--- config.mk ---
export PLATFORM = sky130hd
export DESIGN_NAME = enclave_exit_fault_record
export DESIGN_NICKNAME = d
export VERILOG_FILES = /design/src/exit_fault_pkg.sv /design/src/mem_write_if.sv /design/src/frame_writer.sv /design/src/enclave_exit_fault_record.sv
export SDC_FILE = /design/constraint.sdc
export NUM_CORES = 2
export LEC_CHECK = 0
export ABC_CLOCK_PERIOD_IN_PS = 5800
export BUFFER_PORTS_ARGS = -buffer_cell sky130_fd_sc_hd__buf_4
export CAP_MARGIN = 20
export CORE_AREA = 2 2 388 390
export CTS_CLUSTER_SIZE = 24
export DETAILED_ROUTE_END_ITERATION = 8
export DIE_AREA = 0 0 390 392
export PLACE_DENSITY_LB_ADDON = 0.05
export SLEW_MARGIN = 30
export SYNTH_ARGS = -nofsm -noshare
export SYNTH_HDL_FRONTEND = slang
export SYNTH_SLANG_ARGS = --single-unit
--- constraint.sdc ---
create_clock -name ref_clk_in -period 5.8 [get_ports ref_clk_in]
set_input_delay 0.29 -clock ref_clk_in [delete_from_list [all_inputs] [get_ports ref_clk_in]]
set_output_delay 0.29 -clock ref_clk_in [all_outputs]
set_load 0.01 [all_outputs]
--- src/exit_fault_pkg.sv ---
// constants for the enclave exit fault record block
package exit_fault_pkg;
    localparam logic [7:0] VEC_DIVIDE = 8'h00;
    localparam logic [7:0] VEC_DEBUG = 8'h01;
    localparam logic [7:0] VEC_BREAKPOINT = 8'h03;
    localparam logic [7:0] VEC_BOUND = 8'h05;
    localparam logic [7:0] VEC_INVALID_OP = 8'h06;
    localparam logic [7:0] VEC_GEN_PROT = 8'h0d;
    localparam logic [7:0] VEC_PAGE_FAULT = 8'h0e;
    localparam logic [7:0] VEC_X87 = 8'h10;
    localparam logic [7:0] VEC_ALIGN = 8'h11;
    localparam logic [7:0] VEC_SIMD = 8'h13;
    localparam logic [7:0] VEC_CTRL_PROT = 8'h15;
    localparam logic [2:0] TYPE_HW = 3'h3;
    localparam logic [2:0] TYPE_SW = 3'h6;
    localparam int VALID_BIT = 31;
    localparam int SEL_DETAIL_BIT = 0;
    localparam int SEL_CP_BIT = 1;
    localparam int ERR_US_BIT = 2;
    localparam logic [15:0] DETAIL_SIZE = 16'h0010;
    localparam logic [63:0] DETAIL_ADDR_OFS = 64'h0;
    localparam logic [63:0] DETAIL_ERR_OFS = 64'h8;
    localparam logic [63:0] DETAIL_RSV_OFS = 64'hc;
    localparam logic [63:0] FLOW_SSP_OFS = 64'h0;
    localparam logic [63:0] FLOW_TRK_OFS = 64'h8;
    localparam logic [63:0] FLOW_FRAME_SIZE = 64'h10;
    localparam logic [63:0] PAGE_INFO_ALIGN_MASK = 64'h1f;
    localparam logic [63:0] PI_LINEAR_OFS = 64'h0;
    localparam logic [63:0] PI_SOURCE_OFS = 64'h8;
    localparam logic [63:0] PI_META_OFS = 64'h10;
    localparam logic [63:0] PI_CTRL_PAGE_OFS = 64'h18;
    localparam logic [31:0] EXIT_WORD_RESET = 32'h0;
endpackage : exit_fault_pkg

--- src/mem_write_if.sv ---
// write port carrying frame stores between the sequencer and the writer
interface mem_write_if;
    logic req;
    logic [63:0] addr;
    logic [63:0] data;
    logic [3:0] size_bytes;
    modport src (output req, output addr, output data, output size_bytes);
    modport dst (input req, input addr, input data, input size_bytes);
endinterface : mem_write_if

--- src/frame_writer.sv ---
// registers one frame store onto the memory write port
module frame_writer (
    input wire logic ref_clk_in,
    input wire logic rstn_in,
    mem_write_if.dst wr,
    output logic mem_wr_out,
    output logic [63:0] mem_addr_out,
    output logic [63:0] mem_data_out,
    output logic [3:0] mem_size_out
);
    always_ff @(posedge ref_clk_in or negedge rstn_in)
    begin
        if (!rstn_in)
        begin
            mem_wr_out <= 1'b0;
            mem_addr_out <= 64'h0;
            mem_data_out <= 64'h0;
            mem_size_out <= 4'h0;
        end
        else
        begin
            mem_wr_out <= wr.req;
            if (wr.req)
            begin
                mem_addr_out <= wr.addr;
                mem_data_out <= wr.data;
                mem_size_out <= wr.size_bytes;
            end
        end
    end
endmodule : frame_writer

--- src/enclave_exit_fault_record.sv ---
// builds exit word, fault detail and control-flow frame on an exit
//
// Added by the designer: the register offsets and the plain strobed port.
module enclave_exit_fault_record (
    input wire logic ref_clk_in,
    input wire logic rstn_in,
    input wire logic exit_start_in,
    input wire logic [7:0] vector_in,
    input wire logic software_exc_in,
    input wire logic [31:0] fault_error_code_in,
    input wire logic [63:0] fault_linear_address_in,
    input wire logic [31:0] ext_capability_in,
    input wire logic [31:0] component_select_mask_in,
    input wire logic [63:0] general_register_region_in,
    input wire logic shadow_stack_supported_in,
    input wire logic branch_tracker_supported_in,
    input wire logic [63:0] shadow_stack_pointer_in,
    input wire logic tracker_suppressed_in,
    input wire logic awaiting_branch_target_in,
    input wire logic [31:0] frame_count_in,
    input wire logic [31:0] current_frame_index_in,
    input wire logic [63:0] flow_area_offset_in,
    input wire logic [63:0] page_info_base_in,
    output logic page_info_aligned_out,
    output logic [63:0] page_info_linear_addr_out,
    output logic [63:0] page_info_source_addr_out,
    output logic [63:0] page_info_meta_addr_out,
    output logic [63:0] page_info_ctrl_page_addr_out,
    output logic [31:0] exit_info_word_out,
    output logic ext_region_supported_out,
    output logic [15:0] ext_region_size_out,
    output logic [63:0] ext_region_base_out,
    output logic busy_out,
    output logic done_out,
    output logic mem_wr_out,
    output logic [63:0] mem_addr_out,
    output logic [63:0] mem_data_out,
    output logic [3:0] mem_size_out
);
    ////////////////////////////////////////////////////////////////////////
    typedef enum logic [2:0] {
        ST_IDLE = 3'b000,
        ST_ADDR = 3'b001,
        ST_ERR = 3'b011,
        ST_RSV = 3'b010,
        ST_SSP = 3'b110,
        ST_TRK = 3'b111,
        ST_DONE = 3'b101
    } state_t;

    state_t state_reg;
    state_t state_next;
    logic [7:0] vec_reg;
    logic type_sw_reg;
    logic [31:0] err_reg;
    logic [63:0] lin_reg;
    logic [31:0] sel_reg;
    logic [31:0] cap_reg;
    logic [63:0] gpr_reg;
    logic ss_sup_reg;
    logic ibt_sup_reg;
    logic [63:0] ssp_reg;
    logic [1:0] trk_reg;
    logic [63:0] flow_base_reg;
    logic record_detail_reg;
    logic flow_ok_reg;

    logic detail_ok;
    logic cp_ok;
    logic reportable;
    logic record_detail;
    logic [63:0] frame_base;
    logic [63:0] detail_base;
    logic [4:0] top_sel;
    logic flow_valid;

    mem_write_if wr_bus ();

    ////////////////////////////////////////////////////////////////////////
    // capability and select must both be set for each detail class
    assign detail_ok = cap_reg[exit_fault_pkg::SEL_DETAIL_BIT]
        & sel_reg[exit_fault_pkg::SEL_DETAIL_BIT];
    assign cp_ok = cap_reg[exit_fault_pkg::SEL_CP_BIT]
        & sel_reg[exit_fault_pkg::SEL_CP_BIT];

    always_comb
    begin
        unique case (vec_reg)
            exit_fault_pkg::VEC_DIVIDE, exit_fault_pkg::VEC_DEBUG,
            exit_fault_pkg::VEC_BREAKPOINT, exit_fault_pkg::VEC_BOUND,
            exit_fault_pkg::VEC_INVALID_OP:
                reportable = 1'b1;
            exit_fault_pkg::VEC_X87, exit_fault_pkg::VEC_ALIGN,
            exit_fault_pkg::VEC_SIMD:
                reportable = 1'b1;
            exit_fault_pkg::VEC_GEN_PROT:
                reportable = sel_reg[exit_fault_pkg::SEL_DETAIL_BIT];
            exit_fault_pkg::VEC_PAGE_FAULT:
                reportable = sel_reg[exit_fault_pkg::SEL_DETAIL_BIT];
            exit_fault_pkg::VEC_CTRL_PROT:
                reportable = sel_reg[exit_fault_pkg::SEL_CP_BIT];
            default:
                reportable = 1'b0;
        endcase
    end

    always_comb
    begin
        record_detail = 1'b0;
        if (vec_reg == exit_fault_pkg::VEC_GEN_PROT)
            record_detail = detail_ok;
        else if (vec_reg == exit_fault_pkg::VEC_PAGE_FAULT)
            record_detail = detail_ok
                & err_reg[exit_fault_pkg::ERR_US_BIT];
        else if (vec_reg == exit_fault_pkg::VEC_CTRL_PROT)
            record_detail = cp_ok;
    end

    // highest set select bit sizes the region; only component 0 is defined
    always_comb
    begin
        top_sel = 5'h0;
        for (int i = 0; i < 32; i++)
        begin
            if (sel_reg[i])
                top_sel = 5'(i);
        end
    end

    assign detail_base = gpr_reg - 64'(exit_fault_pkg::DETAIL_SIZE);
    assign frame_base = flow_area_offset_in
        + 64'(current_frame_index_in) * exit_fault_pkg::FLOW_FRAME_SIZE;
    assign flow_valid = (frame_count_in != 32'h0)
        && (current_frame_index_in < frame_count_in);

    ////////////////////////////////////////////////////////////////////////
    // capture all exit inputs (not page_info_base_in) on the start pulse so the sequence is self-contained
    always_ff @(posedge ref_clk_in or negedge rstn_in)
    begin
        if (!rstn_in)
        begin
            vec_reg <= 8'h00;
            type_sw_reg <= 1'b0;
            err_reg <= 32'h0;
            lin_reg <= 64'h0;
            sel_reg <= 32'h0;
            cap_reg <= 32'h0;
            gpr_reg <= 64'h0;
            ss_sup_reg <= 1'b0;
            ibt_sup_reg <= 1'b0;
            ssp_reg <= 64'h0;
            trk_reg <= 2'h0;
            flow_base_reg <= 64'h0;
            flow_ok_reg <= 1'b0;
        end
        else if (exit_start_in && state_reg == ST_IDLE)
        begin
            vec_reg <= vector_in;
            type_sw_reg <= software_exc_in;
            err_reg <= fault_error_code_in;
            lin_reg <= fault_linear_address_in;
            sel_reg <= component_select_mask_in;
            cap_reg <= ext_capability_in;
            gpr_reg <= general_register_region_in;
            ss_sup_reg <= shadow_stack_supported_in;
            ibt_sup_reg <= branch_tracker_supported_in;
            ssp_reg <= shadow_stack_pointer_in;
            trk_reg <= {awaiting_branch_target_in,
                tracker_suppressed_in};
            flow_base_reg <= frame_base;
            flow_ok_reg <= flow_valid;
        end
    end

    always_ff @(posedge ref_clk_in or negedge rstn_in)
    begin
        if (!rstn_in)
            record_detail_reg <= 1'b0;
        else if (state_reg == ST_IDLE)
            record_detail_reg <= 1'b0;
        else if (state_reg == ST_ADDR)
            record_detail_reg <= record_detail;
    end

    ////////////////////////////////////////////////////////////////////////
    always_comb
    begin
        state_next = state_reg;
        unique case (state_reg)
            ST_IDLE:
                if (exit_start_in)
                    state_next = ST_ADDR;
            ST_ADDR:
                state_next = record_detail ? ST_ERR : ST_SSP;
            ST_ERR:
                state_next = ST_RSV;
            ST_RSV:
                state_next = ST_SSP;
            ST_SSP:
                state_next = ST_TRK;
            ST_TRK:
                state_next = ST_DONE;
            ST_DONE:
                state_next = ST_IDLE;
            default:
                state_next = ST_IDLE;
        endcase
    end

    always_ff @(posedge ref_clk_in or negedge rstn_in)
    begin
        if (!rstn_in)
            state_reg <= ST_IDLE;
        else
            state_reg <= state_next;
    end

    ////////////////////////////////////////////////////////////////////////
    // stores issued only while sequencing, i.e. inside the exit
    always_comb
    begin
        wr_bus.req = 1'b0;
        wr_bus.addr = 64'h0;
        wr_bus.data = 64'h0;
        wr_bus.size_bytes = 4'h0;
        unique case (state_reg)
            ST_ADDR:
            begin
                wr_bus.req = record_detail;
                wr_bus.addr = detail_base + exit_fault_pkg::DETAIL_ADDR_OFS;
                wr_bus.data = (vec_reg == exit_fault_pkg::VEC_PAGE_FAULT)
                    ? lin_reg : 64'h0;
                wr_bus.size_bytes = 4'h8;
            end
            ST_ERR:
            begin
                wr_bus.req = record_detail_reg;
                wr_bus.addr = detail_base + exit_fault_pkg::DETAIL_ERR_OFS;
                wr_bus.data = {32'h0, err_reg};
                wr_bus.size_bytes = 4'h4;
            end
            ST_RSV:
            begin
                wr_bus.req = record_detail_reg;
                wr_bus.addr = detail_base + exit_fault_pkg::DETAIL_RSV_OFS;
                wr_bus.data = 64'h0;
                wr_bus.size_bytes = 4'h4;
            end
            ST_SSP:
            begin
                // reserved field left untouched when feature absent
                wr_bus.req = flow_ok_reg & ss_sup_reg;
                wr_bus.addr = flow_base_reg + exit_fault_pkg::FLOW_SSP_OFS;
                wr_bus.data = ssp_reg;
                wr_bus.size_bytes = 4'h8;
            end
            ST_TRK:
            begin
                wr_bus.req = flow_ok_reg & ibt_sup_reg;
                wr_bus.addr = flow_base_reg + exit_fault_pkg::FLOW_TRK_OFS;
                wr_bus.data = {62'h0, trk_reg};
                wr_bus.size_bytes = 4'h8;
            end
            default:
                wr_bus.req = 1'b0;
        endcase
    end

    frame_writer u_writer (
        .ref_clk_in(ref_clk_in),
        .rstn_in(rstn_in),
        .wr(wr_bus),
        .mem_wr_out(mem_wr_out),
        .mem_addr_out(mem_addr_out),
        .mem_data_out(mem_data_out),
        .mem_size_out(mem_size_out)
    );

    ////////////////////////////////////////////////////////////////////////
    always_ff @(posedge ref_clk_in or negedge rstn_in)
    begin
        if (!rstn_in)
            exit_info_word_out <= exit_fault_pkg::EXIT_WORD_RESET;
        else if (state_reg == ST_ADDR)
        begin
            exit_info_word_out <= exit_fault_pkg::EXIT_WORD_RESET;
            if (reportable)
            begin
                exit_info_word_out[7:0] <= vec_reg;
                exit_info_word_out[10:8] <= type_sw_reg
                    ? exit_fault_pkg::TYPE_SW
                    : exit_fault_pkg::TYPE_HW;
                exit_info_word_out[exit_fault_pkg::VALID_BIT] <= 1'b1;
            end // else fields stay clear
        end
    end

    always_ff @(posedge ref_clk_in or negedge rstn_in)
    begin
        if (!rstn_in)
        begin
            ext_region_supported_out <= 1'b0;
            ext_region_size_out <= 16'h0;
            ext_region_base_out <= 64'h0;
        end
        else if (state_reg == ST_ADDR)
        begin
            ext_region_supported_out <= (cap_reg != 32'h0);
            if (cap_reg != 32'h0 && sel_reg != 32'h0 && top_sel == 5'h0)
            begin
                ext_region_size_out <= exit_fault_pkg::DETAIL_SIZE;
                ext_region_base_out <= detail_base;
            end
            else
            begin
                ext_region_size_out <= 16'h0;
                ext_region_base_out <= gpr_reg;
            end
        end
    end

    always_ff @(posedge ref_clk_in or negedge rstn_in)
    begin
        if (!rstn_in)
        begin
            busy_out <= 1'b0;
            done_out <= 1'b0;
        end
        else
        begin
            busy_out <= (state_next != ST_IDLE);
            done_out <= (state_reg == ST_DONE);
        end
    end

    ////////////////////////////////////////////////////////////////////////
    // page info block decoding; alignment is software's duty, only flagged
    always_ff @(posedge ref_clk_in or negedge rstn_in)
    begin
        if (!rstn_in)
        begin
            page_info_aligned_out <= 1'b0;
            page_info_linear_addr_out <= 64'h0;
            page_info_source_addr_out <= 64'h0;
            page_info_meta_addr_out <= 64'h0;
            page_info_ctrl_page_addr_out <= 64'h0;
        end
        else
        begin
            page_info_aligned_out <= (page_info_base_in
                & exit_fault_pkg::PAGE_INFO_ALIGN_MASK) == 64'h0;
            page_info_linear_addr_out <= page_info_base_in
                + exit_fault_pkg::PI_LINEAR_OFS;
            page_info_source_addr_out <= page_info_base_in
                + exit_fault_pkg::PI_SOURCE_OFS;
            page_info_meta_addr_out <= page_info_base_in
                + exit_fault_pkg::PI_META_OFS;
            page_info_ctrl_page_addr_out <= page_info_base_in
                + exit_fault_pkg::PI_CTRL_PAGE_OFS;
        end
    end
endmodule : enclave_exit_fault_record

==> reports/metrics.cfg <==
[worst_setup_path]
cp.required_ps = 6400
cp-end-kind = flop
crit_type = flop to flop
worstPathMaxFanout = 11
worstPathArrival_ps = 5860
start_kind = flop

[sta]
max-slew-margin-rel_pct = 32.9
slew_violations = 0
finalSetupTns_ps = 0
finalCritPeriodShare_pct = 90.6
hold_violations = 0
period_needed_ps = 5250
finalSetupViolations = 0
whs_ps = 66.7
fmax_mhz = 190
rsz0062_at_grt = no
fin_ws_ps = 545
finalClockSkew_ps = 31.1
tightest_slew_ps = 1010

[final_layout]
drive_above_1_share_pct = 20.9
areaGrowthSynthToFinish_pct = 39.3
multiInputGateArea_um2 = 20100
final_area_um2 = 59100
final_cells = 8064
fin_util_pct = 39.7
seq_area_um2 = 20700
nets = 6591
nFillCells = 15309

[synth]
synth_top_cell_area_share_pct = 48.7
synth_fa_ha_area_share_pct = 2.11
async_reset_ff_share_pct = 100
postSynthCellCount = 4805
synth_area_um2 = 42400
syn_avg_cell_area_um2 = 8.83
synth_mux_area_share_pct = 0.631
synthXorXnorAreaFrac_pct = 8.87
synth.most_common_cell = nand2_1
yosysUniqueCellTypes = 97
synth_warnings = 0
synth_seq_area_share_pct = 48.7
yosysTopAreaCell = dfrtp_1
netlist_top_cells_area = dfrtp_1 49%, nand2_1 11%, xnor2_1 5.3%, xor2_1 3.6%, nor2_1 3.5%
ys_top_cells_by_count = 1,284 x nand2_1, 826 x dfrtp_1, 394 x nor2_1
synth_edf_count = 0
ys.flop_type = dfrtp_1
synth_compound_area_share_pct = 11.3
synth_top_family_by_area = simple AND/OR/NAND/NOR gates
synth-simple-area-share_pct = 24.0
ys_seq_elements = 826

[power_and_ir_drop]
pwr-share-seq_pct = 37.3
clkPwrFrac_pct = 26.0
p_int_mw = 15.6
leakage_nw = 27.0
p_sw_share_pct = 40.1
p_per_area_nw_per_um2 = 440
total_power_mw = 26.0
power.switching_mw = 10.5
comb_power_share_pct = 36.7
vdd_drop_max_v = 0.000295

[detailed_routing]
drt_first_pass_iters = 6
viasPerCell = 4.84
vias = 39031
drt-initial-drc-count = 2154
drc = 0
wl_mm = 187
antenna_left = 0
route.detailed.wl_per_inst_um = 23.2

[min_path]
hold_class = input pin to flop

[clock_tree]
clkTransAtPathRegs_ps = 60
cts_root_buffer = clkbuf_16
cts_tree = built
cts-buffers-inserted = 102
clk_path_buf_depth = 3
clk_latency_ps = 730
h-tree-depth = 3
ctsResizeCount = 0
clock-sinks = 826

[placement]
place_area_um2 = 51400
portBuffers = 963
dp.final_hpwl_mm = 140
post-place-ws_ps = 640
gp_congestion = 0.869
placedCellCount = 7455

[global_routing]
grt_max_degree = 168
grt_first_pass_wirelength_mm = 271
grt_overflow_total = 0
antenna_found_initial = 42
grt_pass1_vias = 39839
grt.total_usage_pct = 23.8

[floorplanning]
die_x_um = 390
initial_core_util_pct = 28.5
die_area_um2 = 153000
design.core.area_um2 = 149000
fp-row-count = 142
die_y_um = 392
pin_count = 1001

[status]
status = finished clean

[flow_run]
cap_violations = 0

==> kinds of logic (layout without fill, tap and decap cells) <==
logic type / count (synthesis) / after routing
DFF: 826 / 826
adders and majority gates: 71 / 71
xor gates and xnor gates: 430 / 430
and+or+nand+nor: 2283 / 2283
other: 1 / 49
buffers and inverters: 436 / 1703
muxes: 26 / 26
AOI/OAI and AO/OA: 732 / 732
==> cell type report <==
cell class / count / share of cell area (%)
Multi-Input combinational cell: 3579 / 34.0
Clock inverter: 49 / 1.11
Inverter: 81 / 0.523
Tap cell: 1944 / 4.12
Antenna cell: 12 / 0.0508
Sequential cell: 826 / 35.0
Timing Repair Buffer: 1434 / 20.3
Clock buffer: 139 / 4.94
==> cells in the final DEF (no fill, tap or decap), drive strengths merged, types with 29 or more instances in the layout <==
cell type | synthesis | layout
nand3 | 123 | 123
nor2b | 29 | 29
dfrtp | 826 | 826
nor4 | 75 | 75
xor2 | 174 | 174
o21ai | 236 | 236
a221oi | 65 | 65
and3 | 40 | 40
and2 | 33 | 33
a21oi | 155 | 155
conb | 1 | 37
nand4 | 72 | 72
dlygate4sd3 | 0 | 407
nand2 | 1284 | 1284
buf | 88 | 1027
ha | 70 | 70
clkbuf | 267 | 139
clkinv | 2 | 31
a21o | 33 | 33
a31oi | 40 | 40
xnor2 | 256 | 256
nor3 | 84 | 84
inv | 79 | 84
a222oi | 35 | 35
nor2 | 396 | 396
==> final timing paths <==
check | end | cells after the start | slack [ps] | from
max in group asynchronous | page_info_linear_addr_out[32]$_DFF_PN0_ | 4 | 4220 | rstn_in
min in group asynchronous | page_info_meta_addr_out[10]$_DFF_PN0_ | 2 | 130 | rstn_in
hold / removal | flow_base_reg[5]$_DFFE_PN0P_ | 4 | 70 | flow_area_offset_in[5]
setup reg to reg | u_writer.mem_addr_out[61]$_DFFE_PN0P_ | 14 | 550 | gpr_reg[4]$_DFFE_PN0P_
setup / recovery | u_writer.mem_addr_out[61]$_DFFE_PN0P_ | 14 | 550 | gpr_reg[4]$_DFFE_PN0P_
hold reg to reg | lin_reg[15]$_DFFE_PN0P_ | 2 | 470 | lin_reg[15]$_DFFE_PN0P_
==> worst max-delay path, stage by stage (launching register included) <==
cell	delay, ps
dfrtp_1	450
inv_1	130
ha_1	360
or4b_1	700
or4_1	580
a31oi_2	280
nand3_1	150
or4_1	620
or2_4	310
nor3_1	510
and4b_1	380
and4bb_1	230
xor2_1	160
o221ai_1	150
o21a_1	140
==> power by group through the flow <==
stage          combinational (mW)  clock (mW)  sequential, mW
4_1_cts                      9.67        6.99            9.73
3_3_place_gp                 9.34           0            9.79
3_5_place_dp                 9.39           0            9.81
6_report                     9.55        6.78            9.70
5_1_grt                      10.6        7.23            10.0
2_1_floorplan                5.47           0            9.24
==> layer usage <==
layer	part of all wire, %	track usage, %	routed length, um	up-vias
met5	0.088	0	164	-
met4	3.5	8.56	6520	26
met3	7.0	6.15	13200	276
met2	49	40.7	91500	1216
met1	40	28.6	75500	18877
li1	-	-	-	18636
==> timing repair <==
item,in CTS,in global routing
hold buffers,407,0
buffers inserted,0,0
endpoints found under the hold margin,628,0
Power figures use the tool's default switching activity.
